--- config.mk ---
export PLATFORM = sky130hd
export DESIGN_NAME = ext_regulator_config_control
export DESIGN_NICKNAME = d
export VERILOG_FILES = /design/src/ext_cfg_lock.v /design/src/ext_regulator_config_control.v /design/src/ext_stage_sel.v
export VERILOG_INCLUDE_DIRS = /design/src
export SDC_FILE = /design/constraint.sdc
export NUM_CORES = 1
export LEC_CHECK = 0
export ABC_CLOCK_PERIOD_IN_PS = 1400
export BUFFER_PORTS_ARGS = -buffer_cell sky130_fd_sc_hd__buf_2
export CORE_AREA = 4 4 47 49
export DETAILED_ROUTE_END_ITERATION = 10
export DIE_AREA = 0 0 51 53
export HOLD_SLACK_MARGIN = 0.1
export PLACE_DENSITY = 0.77
export SYNTH_ARGS = -nofsm -noshare
export SYNTH_HDL_FRONTEND = slang
export SYNTH_HIERARCHICAL = 1
export SYNTH_SLANG_ARGS = --single-unit
--- constraint.sdc ---
create_clock -name i_ref_clk -period 1.4 [get_ports i_ref_clk]
set_input_delay 0.07 -clock i_ref_clk [delete_from_list [all_inputs] [get_ports i_ref_clk]]
set_output_delay 0.07 -clock i_ref_clk [all_outputs]
set_load 0.05 [all_outputs]
--- src/ext_regulator_defs.vh ---
// constants for the external regulator control block
// assumes inclusion by every design file of this block
`ifndef EXT_REGULATOR_DEFS_VH
`define EXT_REGULATOR_DEFS_VH
// chip mode codes on i_chip_mode
`define MODE_INIT      3'h0
`define MODE_NORMAL    3'h1
`define MODE_STOP      3'h2
`define MODE_SLEEP     3'h3
`define MODE_RESTART   3'h4
`define MODE_FAILSAFE  3'h5
// configuration states
`define CFG_NONE       2'h0
`define CFG_STANDALONE 2'h1
`define CFG_LOADSHARE  2'h2
// output voltage codes on o_volt_sel
`define VOUT_3V3       2'h0
`define VOUT_1V8       2'h1
// status word bit positions
`define ST_ON          0
`define ST_UV          1
`define ST_LS          2
`define ST_SA          3
`define ST_HP          4
`define ST_LP          5
`define ST_W           6
`endif

--- src/ext_cfg_lock.v ---
// one-time configuration latch for the external regulator
// assumes i_por_n is the power-on reset only, never the soft reset
`include "ext_regulator_defs.vh"
module ext_cfg_lock (
  input  wire       i_ref_clk,
  input  wire       i_por_n,
  input  wire       i_wr,
  input  wire       i_normal,
  input  wire       i_sa_bit,
  input  wire       i_ls_bit,
  output reg  [1:0] o_cfg,
  output reg        o_fail
);
  reg [1:0] cfg_d;
  reg       fail_d;
  always @* begin
    cfg_d  = o_cfg;
    fail_d = 1'b0;
    if (i_wr) begin
      case (o_cfg)
        `CFG_NONE: begin
          if (i_ls_bit)
            cfg_d = `CFG_LOADSHARE;
          else if (i_sa_bit && i_normal)
            cfg_d = `CFG_STANDALONE;
        end
        `CFG_LOADSHARE: begin
          if (!i_ls_bit || i_sa_bit)
            fail_d = 1'b1;
        end
        default: cfg_d = o_cfg;
      endcase
    end
  end
  // only power loss clears the lock
  always @(posedge i_ref_clk) begin
    if (!i_por_n) begin
      o_cfg  <= `CFG_NONE;
      o_fail <= 1'b0;
    end else begin
      o_cfg  <= cfg_d;
      o_fail <= fail_d;
    end
  end
endmodule

--- src/ext_regulator_config_control.v ---
// external regulator configuration and on/off control
// assumes host writes land as one-cycle i_spi_wr strobes with bits valid
// Functional notes
// - standalone enable bit in normal mode, with the load-share bit clear, locks the standalone configuration.
// - load-share bit locks the load-sharing configuration.
// - after first selection, configuration never changes.
// - lock survives soft reset, cleared only by power loss.
// - standalone output is 3.3V for select 0, 1.8V for select 1.
// - load sharing ignores voltage select, fixed load-share voltage.
// - standalone: off in init/failsafe, set in normal, held in stop/sleep/restart.
// - load sharing follows main regulator per chip mode.
// - stop mode pauses load sharing, bit kept, resumes in normal.
// - stop-keep bit with load sharing keeps regulator on in stop.
// - supply undervoltage switches the regulator off.
// - regulator re-enables automatically when supply recovers.
// - keep-on bit keeps regulator enabled during undervoltage.
// - status flags reported on the second supply status word.
// - in stop, rising base-current trip adds the high-power stage.
// - falling base-current trip drops the high-power stage.
// - normal mode uses only the high-power stage.
// - undervoltage signalling only in standalone configuration.
// - change after load-share lock sets SPI failure, config kept.
// - change after standalone lock ignored silently, on/off still works.
`include "ext_regulator_defs.vh"
module ext_regulator_config_control (
  input  wire       i_ref_clk,
  input  wire       i_rst_n,
  input  wire       i_por_n,
  input  wire [2:0] i_chip_mode,
  input  wire       i_spi_wr,
  input  wire       i_standalone_enable,
  input  wire       i_load_share_enable,
  input  wire       i_ext_voltage_select,
  input  wire       i_load_share_stop_keep,
  input  wire       i_undervoltage_keep_on,
  input  wire       i_supply_uv,
  input  wire       i_main_reg_on,
  input  wire       i_base_rise_trip,
  input  wire       i_base_fall_trip,
  output reg        o_ext_on,
  output reg  [1:0] o_volt_sel,
  output reg  [1:0] o_cfg,
  output reg        o_spi_fail,
  output reg  [6:0] o_sup_stat_2,
  output reg        o_hp_stage,
  output reg        o_lp_stage
);
  wire [1:0] cfg;
  wire       cfg_fail;
  wire       hp;
  wire       lp;
  reg        sa_on_q;
  reg        sa_on_d;
  reg        ls_stop_q;
  reg        vsel_q;
  reg        uv_flag_q;
  reg        uv_keep_q;
  reg        want_on;
  reg        on_d;
  wire       normal = (i_chip_mode == `MODE_NORMAL);

  ext_cfg_lock u_lock (
    .i_ref_clk (i_ref_clk),
    .i_por_n   (i_por_n),
    .i_wr      (i_spi_wr),
    .i_normal  (normal),
    .i_sa_bit  (i_standalone_enable),
    .i_ls_bit  (i_load_share_enable),
    .o_cfg     (cfg),
    .o_fail    (cfg_fail)
  );

  ext_stage_sel u_stage (
    .i_ref_clk   (i_ref_clk),
    .i_rst_n     (i_rst_n),
    .i_active    (o_ext_on),
    .i_normal    (normal),
    .i_rise_trip (i_base_rise_trip),
    .i_fall_trip (i_base_fall_trip),
    .o_hp        (hp),
    .o_lp        (lp)
  );

  // standalone on/off request, only written in normal mode
  always @* begin
    sa_on_d = sa_on_q;
    if (i_spi_wr && normal && cfg != `CFG_LOADSHARE)
      sa_on_d = i_standalone_enable;
  end

  // mode-dependent target before undervoltage handling
  always @* begin
    want_on = 1'b0;
    case (cfg)
      `CFG_STANDALONE: begin
        case (i_chip_mode)
          `MODE_INIT:     want_on = 1'b0;
          `MODE_FAILSAFE: want_on = 1'b0;
          default:        want_on = sa_on_q;
        endcase
      end
      `CFG_LOADSHARE: begin
        case (i_chip_mode)
          `MODE_NORMAL:  want_on = 1'b1;
          `MODE_RESTART: want_on = i_main_reg_on;
          `MODE_STOP:    want_on = ls_stop_q;
          default:       want_on = 1'b0;
        endcase
      end
      default: want_on = 1'b0;
    endcase
    on_d = want_on && (!i_supply_uv || uv_keep_q);
  end

  always @(posedge i_ref_clk) begin
    if (!i_rst_n) begin
      sa_on_q      <= 1'b0;
      ls_stop_q    <= 1'b0;
      vsel_q       <= 1'b0;
      uv_flag_q    <= 1'b0;
      uv_keep_q    <= 1'b0;
      o_ext_on     <= 1'b0;
      o_volt_sel   <= `VOUT_3V3;
      o_cfg        <= `CFG_NONE;
      o_spi_fail   <= 1'b0;
      o_sup_stat_2 <= 7'h00;
      o_hp_stage   <= 1'b0;
      o_lp_stage   <= 1'b0;
    end else begin
      sa_on_q <= sa_on_d;
      if (i_spi_wr) begin
        ls_stop_q <= i_load_share_stop_keep;
        vsel_q    <= i_ext_voltage_select;
        uv_keep_q <= i_undervoltage_keep_on;
      end
      uv_flag_q  <= i_supply_uv && (cfg == `CFG_STANDALONE);
      o_ext_on   <= on_d;
      if (cfg == `CFG_LOADSHARE)
        o_volt_sel <= `VOUT_3V3;
      else if (vsel_q)
        o_volt_sel <= `VOUT_1V8;
      else
        o_volt_sel <= `VOUT_3V3;
      o_cfg      <= cfg;
      o_spi_fail <= cfg_fail | (o_spi_fail & ~i_spi_wr);
      o_hp_stage <= hp;
      o_lp_stage <= lp;
      o_sup_stat_2[`ST_ON] <= o_ext_on;
      o_sup_stat_2[`ST_UV] <= uv_flag_q;
      o_sup_stat_2[`ST_LS] <= (cfg == `CFG_LOADSHARE);
      o_sup_stat_2[`ST_SA] <= (cfg == `CFG_STANDALONE);
      o_sup_stat_2[`ST_HP] <= hp;
      o_sup_stat_2[`ST_LP] <= lp;
      o_sup_stat_2[`ST_W] <= 1'b0;
    end
  end
endmodule

--- src/ext_stage_sel.v ---
// low/high power stage selection from base-current comparators
// assumes comparator inputs already synchronous to i_ref_clk
`include "ext_regulator_defs.vh"
module ext_stage_sel (
  input  wire i_ref_clk,
  input  wire i_rst_n,
  input  wire i_active,
  input  wire i_normal,
  input  wire i_rise_trip,
  input  wire i_fall_trip,
  output reg  o_hp,
  output reg  o_lp
);
  reg hp_d;
  always @* begin
    hp_d = o_hp;
    if (!i_active)
      hp_d = 1'b0;
    else if (i_normal)
      hp_d = 1'b1;
    else if (i_rise_trip)
      hp_d = 1'b1;
    else if (i_fall_trip)
      hp_d = 1'b0;
  end
  always @(posedge i_ref_clk) begin
    if (!i_rst_n) begin
      o_hp <= 1'b0;
      o_lp <= 1'b0;
    end else begin
      o_hp <= hp_d;
      o_lp <= i_active && !i_normal;
    end
  end
endmodule
==> results.md <==
- Biggest area consumer among synthesized cells: dfxtp_1
- Final setup viols: 0
- Top reg by flops: o_sup_stat_2
- Die ar.: 2700 sq um
- FF-to-FF setup slack: 0.1 ns
- Reg power frac: 0.592
- Number of synthesized flops with an enable pin: 0
- Final HPWL DP: 1.21 mm
- Status: complete, no violations
- Tmin final: 1.30 ns
- Max-Cap Viols: 0
- #FFs+latches synth: 21
- Final WL: 1.62 mm
- Netlist Area Pre-Place: 796 sq um
- Internal power: 777 uW
- Hold_ws: 0.124 ns
- Num CTS Buffers: 3
- # IOs: 31
- CP required: 1.65 ns
- DRT Pass-1 Iters: 4
- Top post-synthesis cells by count: 21 x dfxtp_1, 10 x nor2_1, 6 x inv_1
- Number of nets in the layout: 136
- Async SR Flop Fraction: 0
- Post-synth top area share: 0.528
- Combinational share of power: 0.131
- Tcrit/Tclk final: 0.931
- Switching share of power: 0.255
- Clock slew seen by the registers of the worst setup and hold paths: 0.12 ns
- CTS root buffer: clkbuf_4
- Max FFs per register: 6
- Placer Congestion: 0.754
- Worst reg2reg startpoint: u_lock/o_cfg[1]
- Cells on Worst Hold Path: 3
- Initial antenna violation count: 0
- Synth-to-layout area growth: 36.3%
- Switching power: 265 uW
- Largest net degree at the start of global routing: 13
- PD cells: 961 nW/um^2
- Yosys cell types: 27
- Initial Utilization: 0.427
- # DRC: 0
- R2R Path End: u_lock/o_fail
- Most common cell in the netlist: dfxtp_1
- Critical Path AT: 1.55 ns
- GRT overflow: 0
- Row cnt: 16
- Power Total: 1040 uW
- 1st-iter DRT viols: 3
- CTS Buffer Depth: 2
- Layout cells sized above 1: 0.325
- Syn Inst Count: 77
- Final Slew Violations: 0
- Overall Global Routing Usage: 0.136
- Antenna viol nets, final: 0
- Global-route wire length before repair: 2.66 mm
- Top flop regs: o_sup_stat_2: 6 flops, o_cfg: 2 flops, u_lock/o_cfg: 2 flops
- CP Capture Type: register
- Post-cts resize count: 0
- Vias in the first global route: 638
- Ys Warns: 6
- Max VDD drop: 0.687 mV
- Fmax: 0.767 GHz
- Type of the worst min-delay path: in -> reg
- Largest cells by area after synthesis: dfxtp_1 53%, nor2_1 4.7%, and2_1 3.9%
- Total negative setup slack: 0 ns
- Clk_skew: 0.0111 ns
- CTS tree: built
- Routed len/inst: 11.2 um
- Clk sinks: 21
- Synth Flop Type: dfxtp_1
- Sequential fraction of the synthesis area: 0.528
- Die width: 51 um
- Inserted Diodes: 0
- Cells on worst reg2reg path: 3
- Routed vias/inst: 4.55
- Critical path type: reg -> reg
- Vias: 655
- Core region area: 1860 sq um
- Hold_sp: i_spi_wr
- Final Hold Fails: 0
- Crit-path max FO: 5
- Worst-Skew Late Latency: 0.31 ns
- RSZ-0062 raised after global routing: false
- Port Buffer Count: 28
- Worst Hold End: sa_on_q
- Leak pwr: 0.000530 uW
- Filler Cell Count: 171
- Die Span Y: 53 um
- Clock network power share: 0.277
- Avg Inst Size Synth: 10.3 sq um
- H-tree depth: 1
- Critical path launch point type: register
## power by group through the flow
stage,combinational [uW],sequential [uW],clock [uW]
after floorplan,57.9,647,0
after global placement,112,630,0
after detailed placement,116,631,0
after CTS,136,618,296
after global routing,149,620,323
final,136,618,289
## kinds of logic (layout without fill, tap and decap cells)
kind of cell             count (synthesis)  in the layout  share of synthesized area
other                                    1              2                    0.00471
AO/OA/AOI/OAI                           10             10                     0.0959
flip-flops                              21             21                      0.528
adder cells (fa/ha/maj)                  2              2                     0.0314
buffers and inverters                   12             51                     0.0755
XOR/XNOR                                 1              1                     0.0110
multiplexers                             3              3                     0.0377
AND/OR/NAND/NOR                         27             27                      0.215
## metal layers
layer	vias to the layer above	global-route usage	share of wire
met3	7	0.0366	0.083
met1	292	0.146	0.41
met4	0	0.103	0.033
met5	-	0	0
li1	330	-	-
met2	26	0.225	0.47
## worst max-delay path: stages (launching register included)
cell	delay (ns)
dfxtp_1	0.41
nand4b_1	0.12
a21oi_1	0.13
dlygate4sd3_1	0.57
## per-stage QoR
step	area, sq um	util	cells	setup slack [ns]
4_1_cts	1080	0.583	144	0.132
3_5_place_dp	947	0.509	129	0.191
2_1_floorplan	800	-	78	0.301
3_3_place_gp	947	0.509	129	0.266
5_1_grt	1080	0.583	144	0.00306
6_report	1080	0.583	144	0.0968
## timing repair
item                      in CTS  in global routing
hold buffers                  11                  0
hold endpoints to repair      16                  0
buffers inserted               0                  0
## how the worst max path moves through the flow
stage	from	to	slack, ns	cells past startpoint
final	u_lock/o_cfg[1]	u_lock/o_fail	0.1	3
after global placement	u_lock/o_cfg[0]	o_ext_on	0.27	3
after CTS	u_lock/o_cfg[1]	u_lock/o_fail	0.13	3
after global routing	u_lock/o_cfg[1]	u_lock/o_fail	0.003	3
after detailed placement	u_lock/o_cfg[0]	o_ext_on	0.19	3
after floorplan	u_lock/o_cfg[0]	o_ext_on	0.30	3
## placed cells by master, fill, tap and decap left out, drive strengths merged, types with 2 or more instances in the layout
master / instances
conb: 2
and4bb: 2
clkbuf: 3
buf: 29
nor2: 10
and2: 5
dfxtp: 21
dlygate4sd3: 11
clkinv: 2
a21oi: 4
mux2i: 3
inv: 6
ha: 2
and3: 3
## final cells by class
| class | instances | area (sq um) | share of cell area |
|---|---|---|---|
| Clock buffer | 3 | 22.5 | 0.0208 |
| Clock inverter | 1 | 5.00 | 0.00461 |
| Inverter | 7 | 26.3 | 0.0242 |
| Multi-Input combinational cell | 45 | 319 | 0.294 |
| Sequential cell | 21 | 420 | 0.388 |
| Tap cell | 27 | 33.8 | 0.0311 |
| Timing Repair Buffer | 40 | 258 | 0.238 |
Note: power is estimated with default switching activity, not from simulation.
